**src/dcc_regs.svh**
```systemverilog
// Register map, field positions and reset values of the channel control block
`ifndef DCC_REGS_SVH
`define DCC_REGS_SVH

`define DCC_CTRLB_ADDR 32'h0FFFEC4C
`define DCC_CFG_ADDR 32'hFFFFEC50
`define DCC_SADDR_RD_ADDR 32'hFFFFEDF0
`define DCC_DADDR_RD_ADDR 32'hFFFFEDF4
`define DCC_STAT_ADDR 32'hFFFFEDF8

`define DCC_CTRLB_MASK 32'hF3711111
`define DCC_CFG_MASK 32'h377133FF
`define DCC_CTRLB_RESET 32'h00000000
`define DCC_CFG_RESET 32'h00000000

`define DCC_B_SRC_SEL 0
`define DCC_B_DST_SEL 4
`define DCC_B_SRC_WIN 8
`define DCC_B_DST_WIN 12
`define DCC_B_SRC_DOFF 16
`define DCC_B_DST_DOFF 20
`define DCC_B_DIR_HI 22
`define DCC_B_DIR_LO 21
`define DCC_B_SMODE_HI 25
`define DCC_B_SMODE_LO 24
`define DCC_B_DMODE_HI 29
`define DCC_B_DMODE_LO 28
`define DCC_B_FLAG_DIS_N 30
`define DCC_B_AUTO 31

`define DCC_C_SPER_HI 3
`define DCC_C_SPER_LO 0
`define DCC_C_DPER_HI 7
`define DCC_C_DPER_LO 4
`define DCC_C_SREP 8
`define DCC_C_SHS 9
`define DCC_C_DREP 12
`define DCC_C_DHS 13
`define DCC_C_STOP 16
`define DCC_C_IF_LOCK 20
`define DCC_C_BUS_LOCK 21
`define DCC_C_ARB_LVL 22
`define DCC_C_PROT_HI 26
`define DCC_C_PROT_LO 24
`define DCC_C_POL_HI 29
`define DCC_C_POL_LO 28

`define DCC_A_DONE 31
`define DCC_A_DW_HI 29
`define DCC_A_DW_LO 28
`define DCC_A_SW_HI 25
`define DCC_A_SW_LO 24

`define DCC_STEP_BYTE 32'h00000001
`define DCC_STEP_HALF 32'h00000002
`define DCC_STEP_WORD 32'h00000004

`endif

```
**src/dcc_pkg.sv**
```systemverilog
// Types shared by the channel control block
package dcc_pkg;
   typedef enum logic [1:0] {DCC_INC = 2'h0, DCC_DEC = 2'h1, DCC_FIX = 2'h2} dcc_amode_e;
   typedef enum logic [1:0] {DCC_ALAP = 2'h0, DCC_HALF = 2'h1, DCC_ASAP = 2'h2} dcc_policy_e;
   typedef enum logic [0:0] {DCC_IDLE = 1'h0, DCC_ACTIVE = 1'h1} dcc_state_e;
endpackage : dcc_pkg

```
**src/dcc_channel.sv**
```systemverilog
// Channel control and configuration logic of one DMA channel
//
// Register access is over APB, through the zero-wait-state slave below.
`timescale 1ns/1ps
`include "dcc_regs.svh"

module dcc_channel
   import dcc_pkg::*;
#(
   parameter int NPER = 16,
   parameter int LVL_W = 6,
   parameter int FIFO_DEPTH = 32
)
(
   input wire logic pclk,
   input wire logic presetn,
   input wire logic psel,
   input wire logic penable,
   input wire logic pwrite,
   input wire logic [31:0] paddr,
   input wire logic [31:0] pwdata,
   output logic [31:0] prdata,
   output logic pready,
   output logic pslverr,
   input wire logic write_protection_on,
   input wire logic ch_start,
   input wire logic [31:0] start_saddr,
   input wire logic [31:0] start_daddr,
   input wire logic [31:0] start_ctrla,
   input wire logic desc_load,
   input wire logic [31:0] desc_saddr,
   input wire logic [31:0] desc_daddr,
   input wire logic [31:0] desc_ctrla,
   input wire logic src_beat,
   input wire logic dst_beat,
   input wire logic buffer_end,
   input wire logic chunk_active,
   input wire logic [9:0] spip_boundary,
   input wire logic [15:0] spip_hole,
   input wire logic [9:0] dpip_boundary,
   input wire logic [15:0] dpip_hole,
   input wire logic [NPER-1:0] hw_req,
   input wire logic sw_src_req,
   input wire logic sw_dst_req,
   input wire logic [LVL_W-1:0] fifo_level,
   input wire logic [LVL_W-1:0] burst_len,
   output logic channel_active,
   output logic [31:0] src_addr,
   output logic [31:0] dst_addr,
   output logic [31:0] ctrla_cur,
   output logic src_master_sel,
   output logic dst_master_sel,
   output logic src_is_periph,
   output logic dst_is_periph,
   output logic dmac_flow_ctrl,
   output logic src_req,
   output logic dst_req,
   output logic buffer_complete_flag,
   output logic desc_wb_req,
   output logic desc_wb_done,
   output logic auto_disable,
   output logic arb_hold,
   output logic if_lock,
   output logic bus_lock,
   output logic [2:0] bus_protection_attributes,
   output logic fifo_service
);

   logic [31:0] ctrlb_q;
   logic [31:0] cfg_q;
   logic [31:0] prdata_q;
   dcc_state_e state_q;
   logic [31:0] src_addr_q;
   logic [31:0] dst_addr_q;
   logic [31:0] src_base_q;
   logic [31:0] dst_base_q;
   logic [31:0] ctrla_q;
   logic [31:0] ctrla_base_q;
   logic [9:0] spip_cnt_q;
   logic [9:0] dpip_cnt_q;
   logic flag_q;
   logic wb_q;
   logic dis_q;
   logic wr_en;
   logic hit;
   logic src_bound;
   logic dst_bound;
   logic do_stop;
   logic auto_on;
   logic single_end;

   // Byte step from a two-bit transfer width field
   function automatic logic [31:0] step_of(input logic [1:0] w);
      logic [31:0] s;
      s = `DCC_STEP_WORD;
      if (w == 2'h0)
      begin
         s = `DCC_STEP_BYTE;
      end
      else if (w == 2'h1)
      begin
         s = `DCC_STEP_HALF;
      end
      return s;
   endfunction : step_of

   // Address after one beat: hole jump at a window boundary, else per mode
   function automatic logic [31:0] next_addr(input logic [31:0] a, input logic [1:0] mode,
                                             input logic [1:0] w, input logic jump,
                                             input logic [15:0] hole);
      logic [31:0] n;
      n = a;
      if (jump)
      begin
         n = a + {16'h0000, hole};
      end
      else if (mode == DCC_INC)
      begin
         n = a + step_of(w);
      end
      else if (mode == DCC_DEC)
      begin
         n = a - step_of(w);
      end
      return n;
   endfunction : next_addr

   // Window counter reaches the programmed boundary on this beat
   function automatic logic at_bound(input logic en, input logic [9:0] cnt, input logic [9:0] bnd);
      return en && (bnd != 10'h000) && ((cnt + 10'h001) == bnd);
   endfunction : at_bound

   // APB slave: zero wait states, read data latched in the setup phase
   assign pready = 1'b1;
   assign hit = (paddr == `DCC_CTRLB_ADDR) || (paddr == `DCC_CFG_ADDR) || (paddr == `DCC_SADDR_RD_ADDR)
                || (paddr == `DCC_DADDR_RD_ADDR) || (paddr == `DCC_STAT_ADDR);
   assign pslverr = psel && penable && !hit;
   assign wr_en = psel && penable && pwrite && !write_protection_on;
   assign prdata = prdata_q;

   always_ff @(posedge pclk or negedge presetn)
   begin
      if (!presetn)
      begin
         prdata_q <= 32'h00000000;
      end
      else if (psel && !penable && !pwrite)
      begin
         unique case (paddr)
            `DCC_CTRLB_ADDR: prdata_q <= ctrlb_q;
            `DCC_CFG_ADDR: prdata_q <= cfg_q;
            `DCC_SADDR_RD_ADDR: prdata_q <= src_addr_q;
            `DCC_DADDR_RD_ADDR: prdata_q <= dst_addr_q;
            `DCC_STAT_ADDR: prdata_q <= {31'h00000000, state_q == DCC_ACTIVE};
            default: prdata_q <= 32'h00000000;
         endcase
      end
   end

   always_ff @(posedge pclk or negedge presetn)
   begin
      if (!presetn)
      begin
         ctrlb_q <= `DCC_CTRLB_RESET;
         cfg_q <= `DCC_CFG_RESET;
      end
      else if (wr_en)
      begin
         if (paddr == `DCC_CTRLB_ADDR)
         begin
            ctrlb_q <= pwdata & `DCC_CTRLB_MASK;
         end
         if (paddr == `DCC_CFG_ADDR)
         begin
            cfg_q <= pwdata & `DCC_CFG_MASK;
         end
      end
   end

   assign auto_on = ctrlb_q[`DCC_B_AUTO];
   assign do_stop = desc_load && cfg_q[`DCC_C_STOP] && desc_ctrla[`DCC_A_DONE];
   assign single_end = buffer_end && !auto_on && ctrlb_q[`DCC_B_SRC_DOFF] && ctrlb_q[`DCC_B_DST_DOFF];
   assign src_bound = src_beat && at_bound(ctrlb_q[`DCC_B_SRC_WIN], spip_cnt_q, spip_boundary);
   assign dst_bound = dst_beat && at_bound(ctrlb_q[`DCC_B_DST_WIN], dpip_cnt_q, dpip_boundary);

   // Channel run state
   always_ff @(posedge pclk or negedge presetn)
   begin
      if (!presetn)
      begin
         state_q <= DCC_IDLE;
      end
      else
      begin
         unique case (state_q)
            DCC_IDLE:
            begin
               if (ch_start)
               begin
                  state_q <= DCC_ACTIVE;
               end
            end
            DCC_ACTIVE:
            begin
               if (do_stop || single_end)
               begin
                  state_q <= DCC_IDLE;
               end
            end
         endcase
      end
   end

   // Control A copy and replay base
   always_ff @(posedge pclk or negedge presetn)
   begin
      if (!presetn)
      begin
         ctrla_q <= 32'h00000000;
         ctrla_base_q <= 32'h00000000;
      end
      else if (ch_start)
      begin
         ctrla_q <= start_ctrla;
         ctrla_base_q <= start_ctrla;
      end
      else if (desc_load)
      begin
         ctrla_q <= desc_ctrla;
         ctrla_base_q <= desc_ctrla;
      end
      else if (buffer_end && auto_on && (cfg_q[`DCC_C_SREP] || cfg_q[`DCC_C_DREP]))
      begin
         ctrla_q <= ctrla_base_q;
      end
   end

   // Source address
   always_ff @(posedge pclk or negedge presetn)
   begin
      if (!presetn)
      begin
         src_addr_q <= 32'h00000000;
         src_base_q <= 32'h00000000;
      end
      else if (ch_start)
      begin
         src_addr_q <= start_saddr;
         src_base_q <= start_saddr;
      end
      else if (desc_load && !ctrlb_q[`DCC_B_SRC_DOFF])
      begin
         src_addr_q <= desc_saddr;
         src_base_q <= desc_saddr;
      end
      else if (buffer_end && auto_on && cfg_q[`DCC_C_SREP])
      begin
         src_addr_q <= src_base_q;
      end
      else if (src_beat)
      begin
         src_addr_q <= next_addr(src_addr_q, ctrlb_q[`DCC_B_SMODE_HI:`DCC_B_SMODE_LO],
                                 ctrla_q[`DCC_A_SW_HI:`DCC_A_SW_LO], src_bound, spip_hole);
      end
   end

   // Destination address
   always_ff @(posedge pclk or negedge presetn)
   begin
      if (!presetn)
      begin
         dst_addr_q <= 32'h00000000;
         dst_base_q <= 32'h00000000;
      end
      else if (ch_start)
      begin
         dst_addr_q <= start_daddr;
         dst_base_q <= start_daddr;
      end
      else if (desc_load && !ctrlb_q[`DCC_B_DST_DOFF])
      begin
         dst_addr_q <= desc_daddr;
         dst_base_q <= desc_daddr;
      end
      else if (buffer_end && auto_on && cfg_q[`DCC_C_DREP])
      begin
         dst_addr_q <= dst_base_q;
      end
      else if (dst_beat)
      begin
         dst_addr_q <= next_addr(dst_addr_q, ctrlb_q[`DCC_B_DMODE_HI:`DCC_B_DMODE_LO],
                                 ctrla_q[`DCC_A_DW_HI:`DCC_A_DW_LO], dst_bound, dpip_hole);
      end
   end

   // Window counters restart on every load and at each boundary
   always_ff @(posedge pclk or negedge presetn)
   begin
      if (!presetn)
      begin
         spip_cnt_q <= 10'h000;
      end
      else if (ch_start || desc_load || buffer_end || src_bound)
      begin
         spip_cnt_q <= 10'h000;
      end
      else if (src_beat && ctrlb_q[`DCC_B_SRC_WIN])
      begin
         spip_cnt_q <= spip_cnt_q + 10'h001;
      end
   end

   always_ff @(posedge pclk or negedge presetn)
   begin
      if (!presetn)
      begin
         dpip_cnt_q <= 10'h000;
      end
      else if (ch_start || desc_load || buffer_end || dst_bound)
      begin
         dpip_cnt_q <= 10'h000;
      end
      else if (dst_beat && ctrlb_q[`DCC_B_DST_WIN])
      begin
         dpip_cnt_q <= dpip_cnt_q + 10'h001;
      end
   end

   // Event pulses of buffer end and descriptor stop
   always_ff @(posedge pclk or negedge presetn)
   begin
      if (!presetn)
      begin
         flag_q <= 1'b0;
         wb_q <= 1'b0;
         dis_q <= 1'b0;
      end
      else
      begin
         flag_q <= buffer_end && !ctrlb_q[`DCC_B_FLAG_DIS_N];
         wb_q <= buffer_end;
         dis_q <= do_stop && (state_q == DCC_ACTIVE);
      end
   end

   assign channel_active = (state_q == DCC_ACTIVE);
   assign src_addr = src_addr_q;
   assign dst_addr = dst_addr_q;
   assign ctrla_cur = ctrla_q;
   assign buffer_complete_flag = flag_q;
   assign desc_wb_req = wb_q;
   assign desc_wb_done = wb_q;
   assign auto_disable = dis_q;
   assign src_master_sel = ctrlb_q[`DCC_B_SRC_SEL];
   assign dst_master_sel = ctrlb_q[`DCC_B_DST_SEL];
   assign src_is_periph = ctrlb_q[`DCC_B_DIR_HI];
   assign dst_is_periph = ctrlb_q[`DCC_B_DIR_LO];
   assign dmac_flow_ctrl = 1'b1;

   // Request sources: memory ends always ready, peripheral ends by handshake
   always_comb
   begin
      src_req = 1'b1;
      dst_req = 1'b1;
      if (src_is_periph)
      begin
         src_req = cfg_q[`DCC_C_SHS] ? hw_req[cfg_q[`DCC_C_SPER_HI:`DCC_C_SPER_LO]] : sw_src_req;
      end
      if (dst_is_periph)
      begin
         dst_req = cfg_q[`DCC_C_DHS] ? hw_req[cfg_q[`DCC_C_DPER_HI:`DCC_C_DPER_LO]] : sw_dst_req;
      end
   end

   assign if_lock = cfg_q[`DCC_C_IF_LOCK] && channel_active;
   assign bus_lock = cfg_q[`DCC_C_BUS_LOCK] && channel_active;
   assign arb_hold = if_lock && (cfg_q[`DCC_C_ARB_LVL] ? 1'b1 : chunk_active);
   assign bus_protection_attributes = cfg_q[`DCC_C_PROT_HI:`DCC_C_PROT_LO];

   always_comb
   begin
      unique case (cfg_q[`DCC_C_POL_HI:`DCC_C_POL_LO])
         DCC_ALAP: fifo_service = (fifo_level >= burst_len);
         DCC_HALF: fifo_service = ({{(32-LVL_W){1'b0}}, fifo_level} >= (FIFO_DEPTH / 2));
         default: fifo_service = (fifo_level != '0);
      endcase
   end

   stop_disable_a: assert property (@(posedge pclk) disable iff (!presetn)
      (state_q == DCC_ACTIVE) && desc_load && cfg_q[`DCC_C_STOP] && desc_ctrla[`DCC_A_DONE]
      |=> !channel_active && auto_disable) else $error("channel not stopped on done");
   stop_ignored_a: assert property (@(posedge pclk) disable iff (!presetn)
      (state_q == DCC_ACTIVE) && desc_load && !cfg_q[`DCC_C_STOP] && !single_end
      |=> channel_active) else $error("done flag not ignored");
   writeback_a: assert property (@(posedge pclk) disable iff (!presetn)
      buffer_end |=> desc_wb_req && desc_wb_done) else $error("done flag not written back");
   flag_gate_a: assert property (@(posedge pclk) disable iff (!presetn)
      buffer_complete_flag |-> $past(buffer_end) && !$past(ctrlb_q[`DCC_B_FLAG_DIS_N]))
      else $error("buffer flag misgated");
   protect_a: assert property (@(posedge pclk) disable iff (!presetn)
      psel && penable && pwrite && write_protection_on |=> $stable(ctrlb_q) && $stable(cfg_q))
      else $error("protected write took effect");
   reserved_a: assert property (@(posedge pclk) disable iff (!presetn)
      ((ctrlb_q & ~`DCC_CTRLB_MASK) == 32'h0) && ((cfg_q & ~`DCC_CFG_MASK) == 32'h0))
      else $error("reserved bit set");
   src_fixed_a: assert property (@(posedge pclk) disable iff (!presetn)
      src_beat && !ch_start && !desc_load && !buffer_end && !src_bound
      && ctrlb_q[`DCC_B_SMODE_HI:`DCC_B_SMODE_LO] == DCC_FIX |=> $stable(src_addr))
      else $error("fixed source moved");
   dst_inc_a: assert property (@(posedge pclk) disable iff (!presetn)
      dst_beat && !ch_start && !desc_load && !buffer_end && !dst_bound
      && ctrlb_q[`DCC_B_DMODE_HI:`DCC_B_DMODE_LO] == DCC_INC
      |=> dst_addr == $past(dst_addr) + step_of($past(ctrla_q[`DCC_A_DW_HI:`DCC_A_DW_LO])))
      else $error("destination not incremented");
   src_keep_a: assert property (@(posedge pclk) disable iff (!presetn)
      desc_load && !ch_start && ctrlb_q[`DCC_B_SRC_DOFF] && !src_beat |=> $stable(src_addr))
      else $error("fetch changed source");
   hw_req_a: assert property (@(posedge pclk) disable iff (!presetn)
      src_is_periph && cfg_q[`DCC_C_SHS] |-> src_req == hw_req[cfg_q[`DCC_C_SPER_HI:`DCC_C_SPER_LO]])
      else $error("source request misrouted");

endmodule : dcc_channel

```
**config.mk**
```make
export PLATFORM = sky130hd
export DESIGN_NAME = dcc_channel
export DESIGN_NICKNAME = d
export VERILOG_FILES = /design/src/dcc_pkg.sv /design/src/dcc_channel.sv
export VERILOG_INCLUDE_DIRS = /design/src /design/src/src
export SDC_FILE = /design/constraint.sdc
export NUM_CORES = 1
export LEC_CHECK = 0
export ABC_AREA = 1
export BUFFER_PORTS_ARGS = -buffer_cell sky130_fd_sc_hd__buf_4
export CORE_MARGIN = 2
export CORE_UTILIZATION = 30
export CTS_BUF_LIST = sky130_fd_sc_hd__clkbuf_16
export DETAILED_ROUTE_END_ITERATION = 7
export HOLD_SLACK_MARGIN = 0.02
export PLACE_DENSITY_LB_ADDON = 0.15
export SYNTH_ARGS = -nofsm -noshare
export SYNTH_HDL_FRONTEND = slang
export SYNTH_SLANG_ARGS = --single-unit
```
**constraint.sdc**
```tcl
create_clock -name pclk -period 3.5 [get_ports pclk]
set_input_delay 0.175 -clock pclk [delete_from_list [all_inputs] [get_ports pclk]]
set_output_delay 0.175 -clock pclk [all_outputs]
set_load 0.02 [all_outputs]
```
# --- Word level (Yosys, flattened, before mapping) ---
# Index checks and enable logic that the tools add are counted.
op_classes:
  bitwise: 1
  n_eq_ne: 12
  n_reduce_logical: 70
  add_sub_neg: 8
  muxes: 71
  order_cmp: 4
op_table:
  columns: ["op", "count"]
  rows:
  - ["2-to-1 mux 32 bit", 50]
  - ["case mux 32 bit (5 select lines)", 1]
  - ["equality test 32 bit (second input constant)", 4]
  - ["adder 32 x 16 -> 32 bit", 2]
  - ["adder 32 bit", 2]
  - ["subtractor 32 bit", 2]
  - ["2-to-1 mux 10 bit", 4]
  - ["equality test 32 x 28 -> 1 bit (second input constant)", 1]
  - ["logical AND 1 bit", 30]
  - ["adder 10 x 1 -> 10 bit (second input constant)", 2]
  - ["equality test 10 bit", 2]
  - ["nonzero test 10 bit", 2]
  - ["nonzero test 6 bit", 3]
  - ["equality test 2 x 1 -> 1 bit (second input constant)", 5]
  - ["logical NOT 2 bit", 5]
  - ["logical OR 1 bit", 10]
  - ["less-than comparator 4 x 5 -> 1 bit (second input constant)", 2]
  - ["nonzero test 2 bit", 5]
  - ["2-to-1 mux 1 bit", 9]
  - ["2-to-1 mux 3 bit", 3]
  - ["binary-select mux 1 bit (select 4 bit)", 2]
  - ["logical NOT 1 bit", 8]
  - ["AND reduction 2 bit", 4]
  - ["nonzero test 4 bit", 2]
  - ["5 further kinds", 6]
word_totals:
  register_bits: 283
  in_bits: 350

# --- Longest topological paths before layout ---
# Gate-level depths: netlist (run 1).
depth:
  depth_word: 18
  depth_mapped: 31
  mapped_depth_nobuf: 31

# --- Least setup slack after synthesis (run 1) ---
# Ideal clock, no wire load.
synth_timing:
  path_kind: "register to register"
  from: "register spip_cnt_q[0]"
  to: "register src_addr_q[29], in the netlist src_addr[29]"
  setup_time_ps: 113
  n_path_buf: 1
  setup_slack_ps: -169
  path_stages_with_launch: 26
  arrival_time_ps: 3556
  cell_sequence: "dfrtp_1 > ha_1 > nand2_1 > nor2_1 > nand2_1 > nand3b_1 > nand2_1 > inv_1 > nand2_1 > nor2_1 > nand4_1 > nand2_1 > clkbuf_1 > inv_1 > ha_1 > a21oi_1 > a21boi_0 > o21bai_1 > a31oi_1 > nand2_1 > nand2_1 > nand2_1 > o21ai_0 > nand3_1 > nand2_1 > inv_1"
synth_via:
  elab_chain_cells: 9
  elab_cells_between_ends: 11
  classes_between: "add/sub (1); eq/ne (1); mux (5); reduce/logical (4)"
synth_rtl:
  columns: ["element", "line_no", "source"]
  rows:
  - ["from (decl)", "dcc_channel.sv:79", "logic [9:0] spip_cnt_q;"]
  - ["from (signal assigned)", "dcc_channel.sv:309", "spip_cnt_q <= spip_cnt_q + 10'h001;"]
  - ["adder 10 x 1 -> 10 bit (*)", "dcc_channel.sv:130", "return en && (bnd != 10'h000) && ((cnt + 10'h001) == bnd);"]
  - ["equality test 10 bit (*)", "dcc_channel.sv:130", null]
  - ["logical AND 1 bit (*)", "dcc_channel.sv:130", null]
  - ["logical AND 1 bit (*)", "dcc_channel.sv:183", "assign src_bound = src_beat && at_bound(ctrlb_q[`DCC_B_SRC_WIN], spip_cnt_q, spip_boundary);"]
  - ["2-to-1 mux 32 bit", "dcc_channel.sv:113", "if (jump)"]
  - ["2-to-1 mux 32 bit", "dcc_channel.sv:260", "else if (src_beat)"]
  - ["2-to-1 mux 32 bit", "dcc_channel.sv:256", "else if (buffer_end && auto_on && cfg_q[`DCC_C_SREP])"]
  - ["2-to-1 mux 32 bit", "dcc_channel.sv:251", "else if (desc_load && !ctrlb_q[`DCC_B_SRC_DOFF])"]
  - ["2-to-1 mux 32 bit", "dcc_channel.sv:246", "else if (ch_start)"]
  - ["to (signal assigned)", "dcc_channel.sv:248", "src_addr_q <= start_saddr;"]
  - ["to (signal assigned)", "dcc_channel.sv:253", "src_addr_q <= desc_saddr;"]
  - ["to (signal assigned)", "dcc_channel.sv:258", "src_addr_q <= src_base_q;"]
  - ["to (decl)", "dcc_channel.sv:73", "logic [31:0] src_addr_q;"]
# Mark *: on every way between the ends. The rest lies on a longest branch, timed or not. The select of a mux whose other input is x is not followed.
# A chain may end at the register's enable or synchronous reset.

# --- Final worst setup path (run 1) ---
layout_timing:
  from: "register spip_cnt_q[1]"
  to: "register spip_cnt_q[9]"
layout_via:
  elab_chain_cells: 6
  elab_cells_between_ends: 8
  classes_between: "add/sub (1); eq/ne (1); mux (2); reduce/logical (4)"
layout_rtl:
  columns: ["element", "line_no", "source"]
  rows:
  - ["adder 10 x 1 -> 10 bit (*)", "dcc_channel.sv:130, dcc_channel.sv:309", null]
  - ["equality test 10 bit", "dcc_channel.sv:130", null]
  - ["logical AND 1 bit", "dcc_channel.sv:130", null]
  - ["logical AND 1 bit", "dcc_channel.sv:183", null]
  - ["logical OR 1 bit", "dcc_channel.sv:303", "else if (ch_start || desc_load || buffer_end || src_bound)"]
  - ["2-to-1 mux 10 bit / nonzero test 2 bit (equally long branches)", null, null]
# Marked as above.

==> summary.txt, run 1 <==
Global routing
  • Largest net degree at the start of global routing: 88
  • Total GRT Usage: 27.8%
  • First-pass GRT wire length: 134 mm
  • Overflow after GRT: 0
  • Initial antenna violation count: 2
  • Vias in the first global route: 21961

Worst hold path
  • Worst hold path class: in2reg

Yosys
  • Synthesized area per cell: 7.39 µm²
  • Count leader, synth: nand2_1
  • Post-synthesis cell type count: 54
  • Cells after Synth: 2457
  • Synth area leaders: dfrtp_1 39%, nand2_1 12%, o21ai_0 7.3%
  • Sequential share of the synthesized area: 39.0%
  • Count of warnings emitted by yosys: 0
  • Asr flop ratio synth: 100%
  • Synth Register Bits: 283
  • Post-Synthesis Cell Area: 18200 µm²
  • Number of flops mapped to enable cells by yosys: 0
  • Cell taking the most area after synthesis: dfrtp_1
  • Top FF cell, synth: dfrtp_1
  • Top cell type's share of synthesized area: 39.0%
  • Commonest cells post-synth: 562 x nand2_1, 303 x inv_1, 283 x dfrtp_1, 265 x o21ai_0, 201 x nor2_1

STA
  • Fin. max-slew vios: 0
  • Final clock skew: 0.0185 ns
  • Post-route setup slack: -0.373 ns
  • Tmin final: 3.87 ns
  • Max Clk Rate: 258 MHz
  • Fin Hold WS: 0.0408 ns
  • RSZ-0062 raised after global routing: true
  • Final hold vios: 0
  • Slew HR: 24.5%
  • Final critical-path share of the clock period: 111%
  • Final setup TNS: -8.21 ns
  • Finish-stage setup viols: 42
  • Worst-margin pin slew: 1.13 ns

Floorplanning
  • Cell row count: 90
  • Core Region: 60100 µm²
  • Initial core utilization: 30.2%
  • Total die area: 62500 µm²
  • Die extent in x: 250 µm
  • Die Ht: 250 µm
  • IO Pins: 499

CTS
  • TritonCTS clock tree: built
  • Num CTS Buffers: 39
  • Reg clk slew, reported paths: 0.05 ns
  • H-tree depth: 2
  • Worst skew pair latency: 0.57 ns
  • Clk root buf: clkbuf_16
  • Clock Path Buffers: 3
  • Sinks on Clock Net: 283

Routing
  • Drt total wl: 89.9 mm
  • Remaining antenna violation count: 0
  • DRT Pass-1 Iters: 7
  • DRC viols: 0
  • Initial DRC Count: 1362
  • Detailed-route via count: 21875
  • WL/cell: 20.6 µm
  • Via-per-instance ratio: 5.02

Layout
  • Area Growth Syn to Fin: 76.2%
  • Final nets: 3969
  • Ratio of cells with drive above 1 in the final layout: 40.0%

Setup path
  • Worst path max stage delay: 0.43 ns
  • Slowest library cell on the worst path: dfrtp_1
  • Worst setup EP type: flop
  • WS Path Type: reg2reg
  • Worst path most repeated cell: buf_4
  • Worst Path Required: 3.92 ns
  • WP buf/inv: 22
  • Critical Path AT: 4.29 ns
  • Critical path's top delay family: buffers and inverters
  • Worst Path Max Fanout: 4
  • CP startpoint kind: flop

Outcome
  • Violated checks: negative setup slack
  • Status: finished with violations

Power
  • Maximum vdd drop: 0.347 mV
  • Final Power: 10.8 mW
  • Pleak: 15.5 nW
  • Pwr Density: 336 nW/µm²

Placement
  • Final HPWL DP: 65.5 mm
  • Port buffer count: 487
  • GPL Wtd Cong: 0.943

Job
  • MaxCap Viol Count: 0
[worst register-to-register path: cells and delay by family (launching register included)]
family / cells / cell delay, ns
simple gates: 6 / 0.56
flops: 1 / 0.43
buf+inv: 22 / 2.69
compound gates: 1 / 0.05
[stage by stage]
step,utilization [%],setup slack (ns),std cells,area (µm²)
floorplan,-,-0.0215,2458,18200
global placement,41.1,-0.592,3920,24700
detailed placement,41.1,-0.551,3920,24700
CTS,51.2,-0.190,4342,30800
global route,53.2,-0.628,4359,32000
finish,53.2,-0.373,4360,32000
[where the power goes]
part	switching (mW)	total (mW)	internal [mW]
Clock	1.63	4.17	2.54
Combinational	1.39	2.76	1.37
Sequential	0.311	3.83	3.52
[cell type report]
cell class | count | area [µm²]
inverters | 309 | 1180
well taps | 782 | 978
flip-flops and latches | 283 | 7090
multi-input cells | 1760 | 11900
repair buffers | 1154 | 9590
clock buffers | 39 | 976
clock inverters | 32 | 332
fillers | 5624 | 28100
diodes | 1 | 2.50
[cell families (layout without fill, tap and decap cells)]
family          after synthesis  count (layout)  synth area share [%]
buf+inv                     415            1534                  9.02
mux                          32              32                  1.98
other cells                   1               3                0.0206
fa+ha+maj                    72              72                  5.04
flops                       283             283                  39.0
simple gates                958             958                  21.7
xor+xnor                     39              39                  2.03
compound gates              657             657                  21.2
[state kept, by name, indices dropped and copies added, names as in the netlist, 14 cells and up]
signal and flops:
ctrla_base_q 32, dst_addr 32, src_addr 32, dst_base_q 32, ctrlb_q 14, ctrla_cur 32, src_base_q 32, cfg_q 21
prdata 32
[layer usage]
layer	track usage [%]	wire length (µm)
met1	36.3	39100
met2	46.8	42700
met3	5.02	5120
met4	8.35	2990
met5	0	13
[worst paths after layout]
kind                                startpoint                   end  slack [ns]  depth (start not counted)
worst max register to register   spip_cnt_q[1]         spip_cnt_q[9]       -0.37                         29
max in group asynchronous              presetn      ctrla_base_q[26]        2.44                          3
min in group asynchronous              presetn         spip_cnt_q[3]        0.14                          2
worst min register to register     ctrlb_q[30]  buffer_complete_flag        0.47                          1
worst max-delay path             spip_cnt_q[1]         spip_cnt_q[9]       -0.37                         29
worst min-delay path            desc_saddr[28]          src_addr[28]        0.04                          5
[cells in the final DEF (no fill, tap or decap), types with 28 or more instances in the layout]
master         Yosys  routed
a21oi_1          173     113
a21oi_2            0      43
a31oi_1           59      53
a32oi_1           62      62
buf_4             12     861
buf_6              3      61
clkbuf_16          0      39
dfrtp_1          283     280
dlygate4sd3_1      0     220
ha_4               0      48
inv_1            303     284
nand2_1          562     482
nand2_2            2      62
nand3_1          118      90
nor2_1           201     150
nor2_4             0      28
o21ai_0          265     161
o21ai_1            1      62
o21ai_2            2      38
[timing repair]
item,CTS,global route
setup buffers,132,46
hold endpoints to repair,273,0
gates cloned,2,0
hold buffers,220,0
pin swaps,124,177
endpoints found under the setup margin,50,57
gates resized for setup,385,271
Note: power is estimated with default switching activity, not from simulation.
==> inputs of run 2 (changes only) <==
--- a/config.mk
+++ b/config.mk
@@ -13,6 +13,7 @@
 export CTS_BUF_LIST = sky130_fd_sc_hd__clkbuf_16
 export DETAILED_ROUTE_END_ITERATION = 7
 export HOLD_SLACK_MARGIN = 0.02
+export MAX_ROUTING_LAYER = met4
 export PLACE_DENSITY_LB_ADDON = 0.15
 export SYNTH_ARGS = -nofsm -noshare
 export SYNTH_HDL_FRONTEND = slang
==> run 2 against run 1 <==
  * Worst hold slack hardly changed
  * Sequential share of layout area is 0.71 points higher
  * Sequential cell count stayed put
  * First-iteration DRC count is 10% lower
  * Largest cell class unchanged
  * Non-clock buffer count is 58 lower
  * Final cell count is 1.4% lower
  * Wire length is 0.99% lower
  * The run still ends with negative setup slack left
  * Combinational power is 1% lower
  * Core utilization is 1.6 points lower
  * Maximum frequency is 1.1% higher
  * Clock power is 5% higher
  * Highest routed layer is now met4
==> summary.txt, run 2 (synthesis gave the netlist of run 1 again) <==
Outcome
  • Status: finished with violations
  • Violated checks: negative setup slack

STA
  • Worst-margin pin slew: 1.04 ns
  • Max Clk Rate: 261 MHz
  • Fin. max-slew vios: 0
  • Final critical-path share of the clock period: 109%
  • Final clock skew: 0.0143 ns
  • RSZ-0062 raised after global routing: true
  • Post-route setup slack: -0.331 ns
  • Finish-stage setup viols: 46
  • Final setup TNS: -8.72 ns
  • Final hold vios: 0
  • Slew HR: 30.4%
  • Tmin final: 3.83 ns

Placement
  • GPL Wtd Cong: 0.934
  • Port buffer count: 487
  • Cell total after placement: 3929
  • Final HPWL DP: 66.5 mm

Layout
  • Most frequent cells in the layout: 808 x buf_4, 502 x nand2_1, 287 x inv_1
  • Area Growth Syn to Fin: 70.7%
  • Final nets: 3910
  • Storage element area: 7090 µm²
  • Commonest non-fill, non-tap cell in the layout: buf_4
  • Post-Route Utilization: 51.6%
  • Non-Filler Instances: 4301
  • Ratio of cells with drive above 1 in the final layout: 36.6%
  • Fillers: 5829
  • Multi-input gate area: 11200 µm²

Floorplanning
  • Die extent in x: 250 µm
  • Cell row count: 90
  • Core Region: 60100 µm²
  • Total die area: 62500 µm²
  • Initial core utilization: 30.2%
  • Die Ht: 250 µm
  • IO Pins: 499

Setup path
  • Worst Path Required: 3.94 ns
  • Worst r2r src: dpip_cnt_q[0]
  • Critical Path AT: 4.27 ns
  • R2R depth: 27
  • Worst Path Max Fanout: 6
  • CP startpoint kind: flop
  • Worst r2r dst: dst_addr[24]
  • R2R Setup Slk: -0.33 ns
  • Worst setup EP type: flop
  • WS Path Type: reg2reg

Global routing
  • Total GRT Usage: 28.4%
  • Overflow after GRT: 0
  • Initial antenna violation count: 4
  • Largest net degree at the start of global routing: 85
  • First-pass GRT wire length: 132 mm
  • Vias in the first global route: 21535

Power
  • Final Power: 10.9 mW
  • Pwr Density: 352 nW/µm²
  • Maximum vdd drop: 0.340 mV
  • Pleak: 15.2 nW

CTS
  • Num CTS Buffers: 38
  • H-tree depth: 2
  • Sinks on Clock Net: 283
  • Reg clk slew, reported paths: 0.06 ns
  • Worst skew pair latency: 0.57 ns
  • Clk root buf: clkbuf_16
  • TritonCTS clock tree: built
  • Clock Path Buffers: 3

Routing
  • Initial DRC Count: 1225
  • DRC viols: 0
  • Drt total wl: 89.0 mm
  • Remaining antenna violation count: 0
  • Via-per-instance ratio: 4.98
  • DRT Pass-1 Iters: 7
  • WL/cell: 20.7 µm
  • Detailed-route via count: 21421

Worst hold path
  • Hold Path Origin: desc_saddr[5]
  • Worst hold path class: in2reg
  • Hold depth: 3
  • Worst hold endpoint: src_addr[5]

Job
  • MaxCap Viol Count: 0
-- run 2: cell count changes in the layout (fill, tap and decap cells not counted), sizes merged --
| cell | delta |
|---|---|
| buf | -59 |
| clkinv | -4 |
| inv | -4 |
| bufinv | +2 |
| clkbuf | +2 |
| diode | +2 |
| clkinvlp | +1 |
| dlygate4sd3 | +1 |
-- run 2: worst max-delay path, stage by stage (launching register included) --
cell	delay, ns
dfrtp_1	0.38
buf_6	0.12
ha_4	0.16
nand3_4	0.08
xor2_2	0.17
xor2_1	0.19
nand2_2	0.09
nor3_4	0.23
nand2_4	0.11
buf_4	0.17
inv_6	0.07
o31ai_2	0.06
ha_2	0.20
fa_2	0.35
nand2_2	0.10
a21oi_2	0.07
buf_4	0.14
nand2_2	0.05
nand2_2	0.08
a21oi_4	0.23
buf_6	0.14
o21ai_4	0.06
nand2_1	0.07
nand2_1	0.07
nand2_1	0.06
nand2_1	0.05
o21ai_1	0.13
a31oi_1	0.08
-- run 2: worst max path at each step --
stage | slack (ns) | from | to
after global routing | -0.60 | dpip_cnt_q[1] | dst_addr[24]
after detailed placement | -0.48 | dpip_cnt_q[1] | dst_addr[24]
after floorplan | -0.02 | spip_cnt_q[0] | src_addr[27]
after CTS | -0.29 | dpip_cnt_q[1] | dst_addr[26]
after global placement | -0.43 | spip_cnt_q[1] | src_addr[23]
final | -0.33 | dpip_cnt_q[0] | dst_addr[24]
-- run 2: area by class of cell --
cell class,count,share of cell area [%]
sequential,283,22.8
tap,782,3.16
inverter,309,3.82
antenna,3,0.0242
clock buffer,41,3.31
multi-input combinational,1760,36.2
timing repair buffer,1096,29.5
clock inverter,27,1.15
-- run 2: metal layers --
layer | wire [µm] | global-route usage [%]
met1 | 38800 | 36.0
met4 | 1890 | 6.35
met3 | 5030 | 4.84
met5 | 0 | -
met2 | 43300 | 47.6
-- run 2: stage by stage --
step                      hold WS [ns]  worst slack (ns)  area (µm²)
after floorplan                 -0.121           -0.0215       18200
after detailed placement        0.0733            -0.484       24800
after CTS                       0.0226            -0.288       30000
final                           0.0407            -0.331       31000
after global placement          0.0690            -0.430       24800
after global routing            0.0582            -0.602       31000
-- run 2: repair_timing --
item	in CTS	in global routing
gates resized for setup	304	216
pin swaps	97	130
setup endpoints to repair	50	56
hold buffers	221	0
gates cloned	1	0
endpoints found under the hold margin	493	0
setup buffers	66	32
-- run 2: power by group --
group,total (mW),switching [mW],internal (mW)
combinational,2.72,1.37,1.34
clock,4.37,1.60,2.77
sequential,3.82,0.300,3.52
==> inputs of run 3 (changes only) <==
--- a/config.mk
+++ b/config.mk
@@ -8,9 +8,11 @@
 export LEC_CHECK = 0
 export ABC_AREA = 1
 export BUFFER_PORTS_ARGS = -buffer_cell sky130_fd_sc_hd__buf_4
+export CORE_ASPECT_RATIO = 0.5
 export CORE_MARGIN = 2
 export CORE_UTILIZATION = 30
 export CTS_BUF_LIST = sky130_fd_sc_hd__clkbuf_16
+export CTS_CLUSTER_DIAMETER = 80
 export DETAILED_ROUTE_END_ITERATION = 7
 export HOLD_SLACK_MARGIN = 0.02
 export MAX_ROUTING_LAYER = met4
==> run 3 against run 2 <==
  * The run still ends with negative setup slack left
  * Core utilization grew 1.1 points
  * Highest routed layer unchanged
  * Critical path type unchanged
  * Clock-buffer cell count shrank 11
  * First-iteration DRC count grew 23%
==> summary.txt, run 3 (synthesis gave the netlist of run 1 again) <==
STA
  • Final clock skew: 0.0339 ns
  • Final critical-path share of the clock period: 109%
  • Tmin final: 3.82 ns
  • Final hold vios: 0
  • Worst-margin pin slew: 1.03 ns
  • Fin. max-slew vios: 0
  • Max Clk Rate: 262 MHz
  • Finish-stage setup viols: 46
  • Slew HR: 31.6%
  • Post-route setup slack: -0.318 ns
  • RSZ-0062 raised after global routing: true

Layout
  • Area Growth Syn to Fin: 72.5%
  • Most frequent cells in the layout: 794 x buf_4, 493 x nand2_1, 281 x dfrtp_1
  • Final nets: 3904
  • Commonest non-fill, non-tap cell in the layout: buf_4
  • Fillers: 5699
  • Storage element area: 7080 µm²
  • Multi-input gate area: 11700 µm²
  • Ratio of cells with drive above 1 in the final layout: 37.5%
  • Final instance area: 31300 µm²
  • Non-Filler Instances: 4322

Floorplanning
  • Core Region: 59500 µm²
  • Die extent in x: 352 µm
  • Initial core utilization: 30.5%
  • Cell row count: 63
  • IO Pins: 499
  • Total die area: 62600 µm²
  • Die Ht: 178 µm

Power
  • Final Power: 10.1 mW
  • Gate power share: 27.8%
  • Pint: 6.76 mW
  • Clock power frac: 34.1%
  • Pwr Density: 321 nW/µm²
  • Net Sw Power: 3.30 mW
  • Maximum vdd drop: 0.398 mV
  • Flop pwr share: 38.2%
  • Net Sw Frac: 32.8%
  • Pleak: 15.1 nW

Global routing
  • First-pass GRT wire length: 126 mm
  • Total GRT Usage: 26.8%
  • Initial antenna violation count: 4
  • Largest net degree at the start of global routing: 111
  • Overflow after GRT: 0
  • Vias in the first global route: 21018

Placement
  • GPL Wtd Cong: 0.958
  • Worst slack, placed: -0.567 ns
  • Final HPWL DP: 63.1 mm
  • DP Area: 24700 µm²
  • Port buffer count: 487
  • Cell total after placement: 3946

Setup path
  • Worst Path Required: 3.96 ns
  • CP startpoint kind: flop
  • Worst Path Max Fanout: 4
  • Worst path most repeated cell: buf_4
  • Worst setup EP type: flop
  • R2R depth: 27
  • Critical Path AT: 4.27 ns
  • Slowest library cell on the worst path: dfrtp_1
  • WS Path Type: reg2reg
  • Worst path max stage delay: 0.39 ns

CTS
  • H-tree depth: 1
  • Worst skew pair latency: 0.63 ns
  • Clk root buf: clkbuf_16
  • TritonCTS clock tree: built
  • Sinks on Clock Net: 283
  • Clock Path Buffers: 3
  • Num CTS Buffers: 30
  • Reg clk slew, reported paths: 0.07 ns

Routing
  • Initial DRC Count: 1510
  • Via-per-instance ratio: 4.98
  • DRT Pass-1 Iters: 7
  • Detailed-route via count: 21541
  • DRC viols: 0
  • Drt total wl: 85.4 mm
  • Remaining antenna violation count: 0
  • WL/cell: 19.8 µm

Worst hold path
  • Hold depth: 3
  • Worst hold path class: in2reg

Job
  • MaxCap Viol Count: 0

Outcome
  • Violated checks: negative setup slack
  • Status: finished with violations
## run 3: cell types whose count changed in the layout (fill, tap and decap cells not counted), sizes merged, moves of 2 or more
cell    before  now
bufinv       9    4
inv        310  305
clkinv      12   21
diode        3    5
clkbuf      41   30
buf        875  877
## run 3: cell type report
type	count	share of cell area (%)
diodes	5	0.0399
clock buffers	30	2.40
flip-flops and latches	283	22.6
clock inverters	25	0.791
repair buffers	1097	29.7
multi-input cells	1761	37.4
well taps	812	3.24
inverters	309	3.78
## run 3: per-stage QoR
stage          setup TNS, ns  util, %  hold slack, ns
2_1_floorplan        -0.0279        -          -0.121
3_3_place_gp          -13.95     41.6           0.339
3_5_place_dp          -14.72     41.6           0.339
4_1_cts                -5.31     50.1          0.0233
5_1_grt               -20.31     52.6          0.0339
6_report               -7.03     52.6          0.0431
## run 3: what timing repair did
| item | in CTS | in global routing |
|---|---|---|
| hold endpoints to repair | 326 | 0 |
| resized for setup | 335 | 269 |
| endpoints found under the setup margin | 47 | 56 |
| buffers inserted | 66 | 39 |
| gates cloned | 5 | 0 |
| hold buffers | 220 | 0 |
| pin swaps | 134 | 159 |
## run 3: worst paths after layout
kind                                start              endpoint  slack, ns
max                         dpip_cnt_q[1]           dst_addr[3]      -0.32
min                        desc_daddr[15]          dst_addr[15]       0.04
max reg2reg                 dpip_cnt_q[1]           dst_addr[3]      -0.32
min reg2reg                   ctrlb_q[30]  buffer_complete_flag       0.46
max in group asynchronous         presetn           ctrlb_q[28]       2.26
min in group asynchronous         presetn          src_addr[18]       0.24
## run 3: power by group through the flow
stage	sequential, mW	clock (mW)	combinational, mW
global route	3.86	3.63	3.00
floorplan	3.88	0	0.784
global placement	3.87	0	2.13
CTS	3.83	3.48	2.61
detailed placement	3.87	0	2.14
finish	3.84	3.42	2.79
## run 3: layer usage
metal,vias up,share of wire [%],wire length (µm),global-route usage [%]
met5,-,0,0,-
met4,0,3.3,2820,7.55
met3,161,4.5,3860,3.64
met2,534,50,42300,45.9
met1,10507,43,36400,33.4
li1,10339,-,-,-
## run 3: critical path, delay by kind of cell, from the launching register on
| kind | cells | cell delay (ns) |
|---|---|---|
| XOR/XNOR | 1 | 0.13 |
| AO/OA/AOI/OAI | 4 | 0.48 |
| AND/OR/NAND/NOR | 10 | 0.99 |
| flip-flops | 1 | 0.39 |
| buffers and inverters | 10 | 1.19 |
| adder cells (fa/ha/maj) | 2 | 0.50 |
